File: src/ccr_pkg.sv
// Shared constants and types for the core clock ratio block
package ccr_pkg;
	// Field widths of the multiplier and divider codes
	localparam int MULT_W = 6;
	localparam int DIVC_W = 2;
	typedef logic [MULT_W-1:0] ccr_mult_type;
	typedef logic [DIVC_W-1:0] ccr_divc_type;
	// Register byte addresses
	localparam logic [7:0] ADDR_CTRL = 8'h00;
	localparam logic [7:0] ADDR_STAT = 8'h04;
	// Field positions, common to control and status words except the lock bit, which only the status word holds
	localparam int MULT_LSB = 0;
	localparam int DIV_LSB = 8;
	localparam int HALVE_BIT = 12;
	localparam int LOCK_BIT = 16;
	// Values after reset
	localparam ccr_divc_type DIV_RESET = 2'h0;
	localparam logic HALVE_RESET = 1'b0;
	// Multiplier picked by each strap code
	localparam ccr_mult_type STRAP_MULT_0 = 6'h08;
	localparam ccr_mult_type STRAP_MULT_1 = 6'h10;
	localparam ccr_mult_type STRAP_MULT_2 = 6'h18;
	localparam ccr_mult_type STRAP_MULT_3 = 6'h20;
	// Reference cycles waited for loop lock after reset
	localparam int LOCK_REF_CYCLES = 4096;
	localparam int LOCK_CNT_W = 13;
	// Lock sequencer states, one-hot
	typedef enum logic [2:0] {
		ST_HOLD = 3'h1,
		ST_LOCKING = 3'h2,
		ST_RUN = 3'h4
	} ccr_lock_type;
endpackage

File: src/ccr_cfg_if.sv
// Settings and status passed between the clock ratio modules
`timescale 1ns/100ps
interface ccr_cfg_if;
	import ccr_pkg::*;
	ccr_mult_type sw_mult;     // Software multiplier field
	ccr_divc_type sw_div;      // Software divider code
	logic sw_halve;            // Software input halving enable
	ccr_mult_type strap_mult;  // Multiplier from strap pins
	ccr_mult_type eff_mult;    // Multiplier in effect
	ccr_divc_type eff_div;     // Divider code requested
	ccr_divc_type applied_div; // Divider code the generator runs
	logic halve_cur;           // Halving stage in effect
	logic locked;              // Lock wait finished
	modport regs (output sw_mult, output sw_div, output sw_halve, input strap_mult,
		input eff_mult, input applied_div, input halve_cur, input locked);
	modport clkgen (input eff_div, output applied_div);
endinterface

File: src/ccr_apb_regs.sv
// APB register slave holding the power management control word
`timescale 1ns/100ps
module ccr_apb_regs import ccr_pkg::*; (
	input wire logic clk_sys_i,
	input wire logic sys_rst_i,
	input wire logic psel_i,
	input wire logic penable_i,
	input wire logic pwrite_i,
	input wire logic [7:0] paddr_i,
	input wire logic [31:0] pwdata_i,
	output logic [31:0] prdata_o,
	output logic pready_o,
	output logic pslverr_o,
	ccr_cfg_if.regs cfg
);
	// Address decode
	wire logic hit_ctrl = (paddr_i == ADDR_CTRL);
	wire logic hit_stat = (paddr_i == ADDR_STAT);
	wire logic mapped = hit_ctrl | hit_stat;
	// Writes are ignored while reset holds the straps in charge
	wire logic wr_ctrl = psel_i & penable_i & pwrite_i & hit_ctrl & ~sys_rst_i;
	wire logic setup_rd = psel_i & ~penable_i & ~pwrite_i;
	// Read words, reserved bits zero
	wire logic [31:0] ctrl_word = (32'(cfg.sw_mult) << MULT_LSB)
		| (32'(cfg.sw_div) << DIV_LSB) | (32'(cfg.sw_halve) << HALVE_BIT);
	wire logic [31:0] stat_word = (32'(cfg.eff_mult) << MULT_LSB)
		| (32'(cfg.applied_div) << DIV_LSB) | (32'(cfg.halve_cur) << HALVE_BIT)
		| (32'(cfg.locked) << LOCK_BIT);
	wire logic [31:0] rd_word = hit_ctrl ? ctrl_word : (hit_stat ? stat_word : 32'h0);

	// Zero wait states; unmapped addresses answer with an error
	assign pready_o = 1'b1;
	assign pslverr_o = psel_i & penable_i & ~mapped;

	// Read data captured in setup so it stands through the access phase
	always_ff @(posedge clk_sys_i) begin
		if (sys_rst_i) begin
			prdata_o <= 32'h0;
		end else if (setup_rd) begin
			prdata_o <= rd_word;
		end
	end

	// Control fields; the multiplier field follows the straps during reset
	always_ff @(posedge clk_sys_i) begin
		if (sys_rst_i) begin
			cfg.sw_mult <= cfg.strap_mult;
			cfg.sw_div <= DIV_RESET;
			cfg.sw_halve <= HALVE_RESET;
		end else if (wr_ctrl) begin
			cfg.sw_mult <= pwdata_i[MULT_LSB +: MULT_W];
			cfg.sw_div <= pwdata_i[DIV_LSB +: DIVC_W];
			cfg.sw_halve <= pwdata_i[HALVE_BIT];
		end
	end
endmodule

File: src/ccr_clk_gen.sv
// Glitch-free post divider producing core and peripheral clocks
`timescale 1ns/100ps
module ccr_clk_gen import ccr_pkg::*; (
	input wire logic clk_sys_i,
	input wire logic sys_rst_i,
	ccr_cfg_if.clkgen cfg,
	output logic core_clk_o,
	output logic periph_clk_o
);
	logic [2:0] phase_cnt;  // Oscillator cycles within a half period
	ccr_divc_type cur_div;  // Divider code now running
	// Half period is the divider value in oscillator cycles
	wire logic [2:0] phase_last = 3'((4'h1 << cur_div) - 4'h1);
	wire logic at_last = (phase_cnt == phase_last);
	// A new code is taken only as the core clock falls, so no phase is cut
	wire logic swap = at_last & core_clk_o;
	wire logic core_rise = at_last & ~core_clk_o;

	// Half-period counter and code swap
	always_ff @(posedge clk_sys_i) begin
		if (sys_rst_i) begin
			phase_cnt <= 3'h0;
			cur_div <= DIV_RESET;
		end else begin
			phase_cnt <= at_last ? 3'h0 : phase_cnt + 3'h1;
			if (swap) begin
				cur_div <= cfg.eff_div;
			end
		end
	end

	// Core clock toggles each half period; peripheral toggles on core rise
	always_ff @(posedge clk_sys_i) begin
		if (sys_rst_i) begin
			core_clk_o <= 1'b0;
			periph_clk_o <= 1'b0;
		end else begin
			core_clk_o <= at_last ? ~core_clk_o : core_clk_o;
			periph_clk_o <= core_rise ? ~periph_clk_o : periph_clk_o;
		end
	end

	assign cfg.applied_div = cur_div;
endmodule

File: src/ccr_top.sv
// Core clock ratio control: straps, halving, ratios, lock wait, divider
`timescale 1ns/100ps

// Overview of operation
// - Straps pick the multiplier while reset holds
// - Ratio set by straps or control register
// - Loop input is reference, or half it
// - Oscillator runs at twice multiplier times input
// - Core clock is oscillator over twice divider
// - Reset forces the divider value to one
// - Peripheral clock period is twice core period
// - Core clock drives memory, core, serial ports
// - Wait 4096 reference cycles before core runs
module ccr_top import ccr_pkg::*; #(
	parameter int LOCK_CYCLES = LOCK_REF_CYCLES
) (
	input wire logic clk_sys_i,
	input wire logic sys_rst_i,
	input wire logic reference_clock_in_i,
	input wire logic [1:0] clock_ratio_strap_pins_i,
	input wire logic psel_i,
	input wire logic penable_i,
	input wire logic pwrite_i,
	input wire logic [7:0] paddr_i,
	input wire logic [31:0] pwdata_i,
	output logic [31:0] prdata_o,
	output logic pready_o,
	output logic pslverr_o,
	output logic core_clk_o,
	output logic periph_clk_o,
	output logic loop_input_tick_o,
	output logic [MULT_W:0] vco_ratio_o,
	output logic [4:0] core_divisor_o,
	output logic core_run_o
);
	// Last count of the lock wait
	localparam logic [LOCK_CNT_W-1:0] LOCK_LAST = LOCK_CNT_W'(LOCK_CYCLES - 1);

	// Settings and status shared with the register and divider modules
	ccr_cfg_if cfg();

	// Pin synchronisers; the first stage feeds only the second
	logic ref_meta;
	logic ref_sync;
	logic ref_prev;          // Previous synchronised reference level
	logic [1:0] strap_meta;
	logic [1:0] strap_sync;

	// Input halving stage
	logic halve_cur;         // Halving in effect
	logic halve_phase;       // Odd reference edge seen while halving

	// Lock wait
	ccr_lock_type lock_state;
	logic [LOCK_CNT_W-1:0] lock_cnt;

	// Two flops on the reference and strap pins before any logic looks at them
	always_ff @(posedge clk_sys_i) begin
		ref_meta <= reference_clock_in_i;
		ref_sync <= ref_meta;
		ref_prev <= ref_sync;
		strap_meta <= clock_ratio_strap_pins_i;
		strap_sync <= strap_meta;
	end

	// Rising reference edge, one cycle wide
	wire logic ref_rise = ref_sync & ~ref_prev;

	// Strap code to multiplier
	wire ccr_mult_type strap_mult = (strap_sync == 2'h0) ? STRAP_MULT_0 :
		(strap_sync == 2'h1) ? STRAP_MULT_1 :
		(strap_sync == 2'h2) ? STRAP_MULT_2 : STRAP_MULT_3;
	assign cfg.strap_mult = strap_mult;

	assign cfg.eff_mult = sys_rst_i ? strap_mult : cfg.sw_mult;

	assign cfg.eff_div = sys_rst_i ? DIV_RESET : cfg.sw_div;

	wire logic loop_tick = ref_rise & (~halve_cur | halve_phase);

	// Halving stage; a new setting is taken only on a loop input edge,
	// so the loop never sees a shortened input period
	always_ff @(posedge clk_sys_i) begin
		if (sys_rst_i) begin
			halve_cur <= HALVE_RESET;
			halve_phase <= 1'b0;
		end else if (loop_tick) begin
			halve_cur <= cfg.sw_halve;
			halve_phase <= 1'b0;
		end else if (ref_rise) begin
			// Odd edge while halving, no loop input edge
			halve_phase <= 1'b1;
		end
	end
	assign cfg.halve_cur = halve_cur;

	// Ratio outputs, registered
	always_ff @(posedge clk_sys_i) begin
		if (sys_rst_i) begin
			loop_input_tick_o <= 1'b0;
			vco_ratio_o <= '0;
			core_divisor_o <= 5'h2;
		end else begin
			loop_input_tick_o <= loop_tick;
			vco_ratio_o <= {cfg.eff_mult, 1'b0};
			core_divisor_o <= 5'(5'h2 << cfg.applied_div);
		end
	end

	// Lock wait sequencer; counts reference edges, not system cycles,
	// so the wait tracks the reference whatever its rate
	always_ff @(posedge clk_sys_i) begin
		if (sys_rst_i) begin
			lock_state <= ST_HOLD;
			lock_cnt <= '0;
			core_run_o <= 1'b0;
		end else begin
			case (lock_state)
				ST_HOLD: begin
					// First cycle after release
					lock_state <= ST_LOCKING;
				end
				ST_LOCKING: begin
					if (ref_rise && lock_cnt == LOCK_LAST) begin
						lock_state <= ST_RUN;
						core_run_o <= 1'b1;
					end else if (ref_rise) begin
						lock_cnt <= lock_cnt + 1'b1;
					end
				end
				ST_RUN: begin
					// Stays until the next reset
					core_run_o <= 1'b1;
				end
				default: begin
					lock_state <= ST_HOLD;
				end
			endcase
		end
	end
	assign cfg.locked = core_run_o;

	// Register slave
	ccr_apb_regs u_regs (
		.clk_sys_i(clk_sys_i),
		.sys_rst_i(sys_rst_i),
		.psel_i(psel_i),
		.penable_i(penable_i),
		.pwrite_i(pwrite_i),
		.paddr_i(paddr_i),
		.pwdata_i(pwdata_i),
		.prdata_o(prdata_o),
		.pready_o(pready_o),
		.pslverr_o(pslverr_o),
		.cfg(cfg.regs)
	);

	ccr_clk_gen u_clk_gen (
		.clk_sys_i(clk_sys_i),
		.sys_rst_i(sys_rst_i),
		.cfg(cfg.clkgen),
		.core_clk_o(core_clk_o),
		.periph_clk_o(periph_clk_o)
	);
endmodule

File: config.mk
export PLATFORM = sky130hd
export DESIGN_NAME = ccr_top
export DESIGN_NICKNAME = d
export VERILOG_FILES = /design/src/ccr_pkg.sv /design/src/ccr_cfg_if.sv /design/src/ccr_apb_regs.sv /design/src/ccr_clk_gen.sv /design/src/ccr_top.sv
export SDC_FILE = /design/constraint.sdc
export NUM_CORES = 1
export LEC_CHECK = 0
export BUFFER_PORTS_ARGS = -buffer_cell sky130_fd_sc_hd__buf_2
export CORE_MARGIN = 2
export CORE_UTILIZATION = 51
export DETAILED_ROUTE_END_ITERATION = 16
export GPL_ROUTABILITY_DRIVEN = 0
export PLACE_DENSITY = 0.81
export SYNTH_ARGS = -nofsm -noshare
export SYNTH_HDL_FRONTEND = slang
export SYNTH_HIERARCHICAL = 1
export SYNTH_SLANG_ARGS = --single-unit
File: constraint.sdc
create_clock -name clk_sys_i -period 2.3 [get_ports clk_sys_i]
set_input_delay 0 -clock clk_sys_i [delete_from_list [all_inputs] [get_ports clk_sys_i]]
set_output_delay 0 -clock clk_sys_i [all_outputs]
set_load 0.01 [all_outputs]
# ---- Word level (Yosys, flattened, before mapping)
# Cells that the tools add are included.
dict set report totals {
  regBits 87
  input_bits 48
  word_cells 86
}
dict set report classes {
  n_addsub 3
  eq_ne 9
  n_shift 2
  mux 12
  bitwise_logic 28
  reduce_logical 10
}
# operator count
set ops {}
lappend ops {{32-bit 2-to-1 mux} 2}
lappend ops {{32-bit by 13-bit OR with 32-bit output} 2}
lappend ops {{6-bit 2-to-1 mux} 6}
lappend ops {{32-bit by 17-bit OR with 32-bit output} 1}
lappend ops {{6-bit by 10-bit OR with 10-bit output} 2}
lappend ops {{13-bit by 1-bit adder with 13-bit output (second input constant)} 1}
lappend ops {{13-bit by 12-bit == test with 1-bit output (second input constant)} 1}
lappend ops {{1-bit bitwise AND} 11}
lappend ops {{1-bit inverter} 10}
lappend ops {{3-bit case mux with 3 select lines} 1}
lappend ops {{8-bit by 3-bit == test with 1-bit output (second input constant)} 1}
lappend ops {{8-bit logical NOT} 1}
lappend ops {{2-bit by 2-bit left shift with 5-bit output (first input constant)} 1}
lappend ops {{2-bit AND reduction} 2}
lappend ops {{2-bit nonzero test} 2}
lappend ops {{2-bit OR reduction} 2}
lappend ops {{3-bit by 1-bit adder with 3-bit output (second input constant)} 1}
lappend ops {{3-bit by 1-bit == test with 1-bit output (second input constant)} 1}
lappend ops {{3-bit by 2-bit == test with 1-bit output (second input constant)} 1}
lappend ops {{3-bit == test} 1}
lappend ops {{3-bit == test (second input constant)} 1}
lappend ops {{3-bit 2-to-1 mux} 1}
lappend ops {{3-bit AND reduction} 1}
lappend ops {{1-bit by 2-bit left shift with 3-bit output (first input constant)} 1}
lappend ops {{other kinds (9)} 10}

# ---- Longest topological paths before layout
dict set report depth {
  depth_word 10
  depth_mapped 7
  mapped_depth_nobuf 7
}

# ---- By module
# The synthesis kept the hierarchy.
# mod n_inst cells_per_inst area_each_um2 seq_area_each_um2
set modules_own_cells {}
lappend modules_own_cells {ccr_top 1 152 1524.0 740.7}
lappend modules_own_cells {ccr_apb_regs 1 114 1121.1 440.4}
lappend modules_own_cells {ccr_clk_gen 1 42 402.9 140.1}

# ---- Least setup slack after synthesis
# Ideal clock, no wire load.
dict set report synth_timing {
  kind {register -> register}
  from {register lock_cnt[0]}
  to {register lock_cnt[6]}
  setup_ns 0.121
  t_arrival_ns 1.500
  t_required_ns 2.179
  slack_ns 0.680
  stages_incl_launch_ff 7
  period_less_slack_ns 1.620
  cell_sequence {dfxtp_1 ha_1 nand3_1 nor4b_4 buf_4 nor4_1 mux2_2}
}
dict set report synth_between {
  elab_chain_cells 4
  word_cells_on_any_way 5
  cone_classes {add/sub (1); eq/ne (1); bitwise (1); reduce/logical (2)}
}
# item line_no
set synth_lines {}
lappend synth_lines {{start, declared} ccr_top.sv:55} ;# logic [LOCK_CNT_W-1:0] lock_cnt;
lappend synth_lines {{start signal, assigned} ccr_top.sv:128} ;# lock_cnt <= lock_cnt + 1'b1;
lappend synth_lines {{parallel branches: the longest is 4 deep, another holds 13-bit by 1-bit adder with 13-bit output} n/a}
# Parallel ways; which one is timed is not known.
# A chain may end at the register's enable or synchronous reset.

# ---- Final worst setup path
dict set report layout_timing {
  from {register lock_cnt[0]}
  to {register lock_cnt[10]}
}
# The elaborated chain is that of the path after synthesis.

==> results.py <==
metrics = {
    "placed_design": {
        "dpl_worst_slack_ns": 0.531,
        "portBuffers": 49,
        "hpwl_mm": 3.91,
    },
    "global_routing": {
        "grt_pass1_wl_mm": 9.35,
        "antenna_found_initial": 0,
        "first_global_vias": 2047,
        "grt.overflow.total": 0,
        "grt_max_degree": 31,
        "grt_use_total_pct": 18.9,
    },
    "floorplanning": {
        "die_w_um": 81.3,
        "die_h_um": 81.3,
        "io_pins": 98,
        "dieArea_um2": 6610,
        "rows": 28,
        "start_util_pct": 52.1,
        "fp.coreArea_um2": 5850,
    },
    "clock_network": {
        "worstSkewPairLatency_ns": 0.34,
        "cts_root_buffer": "clkbuf_8",
        "cts_resized": 0,
        "path_clk_slew_ns": 0.07,
        "cts_buffers": 9,
        "ctsHoldBuffers": 12,
        "ctsHtreeMaxLevel": 3,
        "clock-sinks": 63,
        "postCtsSetupBuffers": 0,
        "cts_tree": "done",
        "clockBufferDepth": 2,
    },
    "yosys": {
        "synth_area_um2": 3050,
        "ys.flop_type": "dfxtp_1",
        "synth.distinct_cells": 59,
        "synth_seq_area_share_pct": 43.3,
        "avgSynthCellArea_um2": 9.90,
        "synth-edff-count": 6,
        "ys_seq_elements": 63,
        "synthArstFlopShare_pct": 0,
        "syn_inst": 308,
        "yosysWarnings": 6,
    },
    "route": {
        "drc": 0,
        "via_per_inst": 5.14,
        "routed_wl_mm": 5.94,
        "ant_nets": 0,
        "avgRoutedWirePerCell_um": 13.1,
        "num_vias": 2327,
        "drt-initial-drc-count": 91,
        "drtPass1Iterations": 4,
    },
    "pwr": {
        "peakVddDrop_mv": 0.525,
        "p_clk_share_pct": 44.4,
        "power_density_nw_per_um2": 676,
        "intPower_mw": 1.90,
        "p_leak_nw": 1.48,
        "power_switching_mw": 0.540,
        "p_sw_share_pct": 22.1,
        "finalPower_mw": 2.44,
        "seq_power_share_pct": 47.6,
        "pwr-share-comb_pct": 8.0,
    },
    "worst_setup_path": {
        "cp-end-kind": "flop",
        "r2r_slack_ns": 0.54,
        "max_stage_delay_ns": 0.38,
        "arrival_ns": 1.97,
        "crit_path_start_kind": "flop",
        "criticalPathCategory": "flop to flop",
        "crit_buf_inv": 0,
        "crit_family": "simple AND/OR/NAND/NOR gates",
        "crit_fanout": 6,
        "required_ns": 2.51,
        "path_cells": "ha_1 -> nand3_1 -> nand4bb_1 -> o311ai_0 -> o41ai_1",
        "slowest_stage": "dfxtp_1",
    },
    "sta": {
        "worst_pin_slew_ns": 0.803,
        "drv_slew": 0,
        "setup_tns_ns": 0,
        "timing.slew.headroom_pct": 46.0,
        "fin_worst_skew_ns": 0.00713,
        "fin_ws_ns": 0.539,
        "fin_crit_sh_pct": 76.6,
        "period_minus_slack_ns": 1.76,
        "grt_setup_unrepaired": "no",
        "setup_viol": 0,
        "hold_viol": 0,
        "fmax_mhz": 568,
    },
    "cells_and_area": {
        "layout_commonest_cell": "dfxtp_1",
        "fin_nets": 426,
        "fillerInstances": 468,
        "areaGrowthSynthToFinish_pct": 18.7,
        "final_cell_mix": "dfxtp_1 (57), buf_2 (49), conb_1 (28), nand2_1 (22), a21oi_1 (22)",
        "layout-drive-gt1-share_pct": 26.7,
        "n_antenna_cell": 0,
    },
    "status": {
        "outcome": "complete, no violations",
    },
    "job": {
        "cap_violations": 0,
    },
    "worst_hold_path": {
        "hp-class": "primary input to flop",
    },
}
==> layout make-up <==
class | instances | area [um^2] | area share [%]
clock buffer | 13 | 159 | 4.39
clock inverter | 3 | 65.1 | 1.80
inverter | 6 | 22.5 | 0.623
multi-input combinational | 227 | 1550 | 42.9
sequential | 63 | 1320 | 36.5
tap | 75 | 93.8 | 2.59
timing repair buffer | 66 | 403 | 11.1
==> power by group through the flow <==
stage | registers, mW | clock network (mW) | logic, mW
after global placement | 1.19 | 0 | 0.174
after detailed placement | 1.19 | 0 | 0.178
final | 1.16 | 1.09 | 0.196
after CTS | 1.16 | 1.10 | 0.195
after global routing | 1.17 | 1.14 | 0.217
after floorplan | 1.19 | 0 | 0.148
==> tightest hold or removal path, delay by kind of cell <==
kind | cells | cell delay (ns)
AND/OR/NAND/NOR | 2 | 0.16
buffers and inverters | 1 | 0.10
AO/OA/AOI/OAI | 1 | 0.06
==> cell usage after synthesis (all sizes together) (4+ instances only) <==
master | number | share of area, %
nand3 | 4 | 0.66
o31ai | 7 | 2.2
clkbuf | 7 | 0.86
nor3 | 5 | 0.82
nor2 | 11 | 1.4
edfxtp | 6 | 5.9
a21oi | 23 | 3.9
inv | 6 | 0.74
nor3b | 6 | 1.5
nand4 | 11 | 2.5
ha | 5 | 2.1
dfxtp | 57 | 37
nand2b | 10 | 2.3
mux2i | 5 | 1.6
buf | 30 | 7.2
mux2 | 18 | 6.7
or4 | 7 | 1.8
nand2 | 22 | 2.7
o21ai | 6 | 0.99
nor2b | 17 | 3.5
==> kinds of logic (layout without fill, tap and decap cells) <==
group / Yosys count / count (layout) / synth area share (%)
buffers and inverters: 43 / 88 / 8.78
muxes: 23 / 23 / 8.29
AOI/OAI and AO/OA: 50 / 50 / 10.7
other: 3 / 28 / 0.369
adders and majority gates: 5 / 5 / 2.05
xor gates and xnor gates: 3 / 3 / 0.862
DFF: 63 / 63 / 43.3
and+or+nand+nor: 118 / 118 / 25.6
==> worst paths after layout <==
kind / from / endpoint / cells after the start
setup / recovery: lock_cnt[0] / lock_cnt[10] / 5
hold / removal: paddr_i[3] / u_regs/prdata_o[1] / 4
setup reg to reg: lock_cnt[0] / lock_cnt[10] / 5
hold reg to reg: strap_meta[0] / strap_sync[0] / 0
==> registers in the layout (all words and copies together) (netlist names), 3 cells and up <==
signal and count:
lock_cnt 13, u_regs/prdata_o 10, u_regs/cfg.sw_mult 6, vco_ratio_o 6
core_divisor_o 4, lock_state 3, u_clk_gen/phase_cnt 3
==> layer usage <==
| layer | GRT usage [%] | part of all wire (%) |
|---|---|---|
| met3 | 5.89 | 4.2 |
| met4 | 8.14 | 1.4 |
| met5 | 0 | 0 |
| met1 | 20.6 | 42 |
| met2 | 33.4 | 53 |
==> metrics by stage <==
stage,util (%),instances,hold slack (ns),cell area (um^2)
final,61.8,453,0.0326,3620
after global routing,61.8,453,0.0423,3620
after CTS,61.8,453,0.0223,3620
after detailed placement,55.9,425,0.105,3270
after global placement,55.9,425,0.103,3270
after floorplan,-,333,0.0277,3140
(Power assumes the default switching activity.)
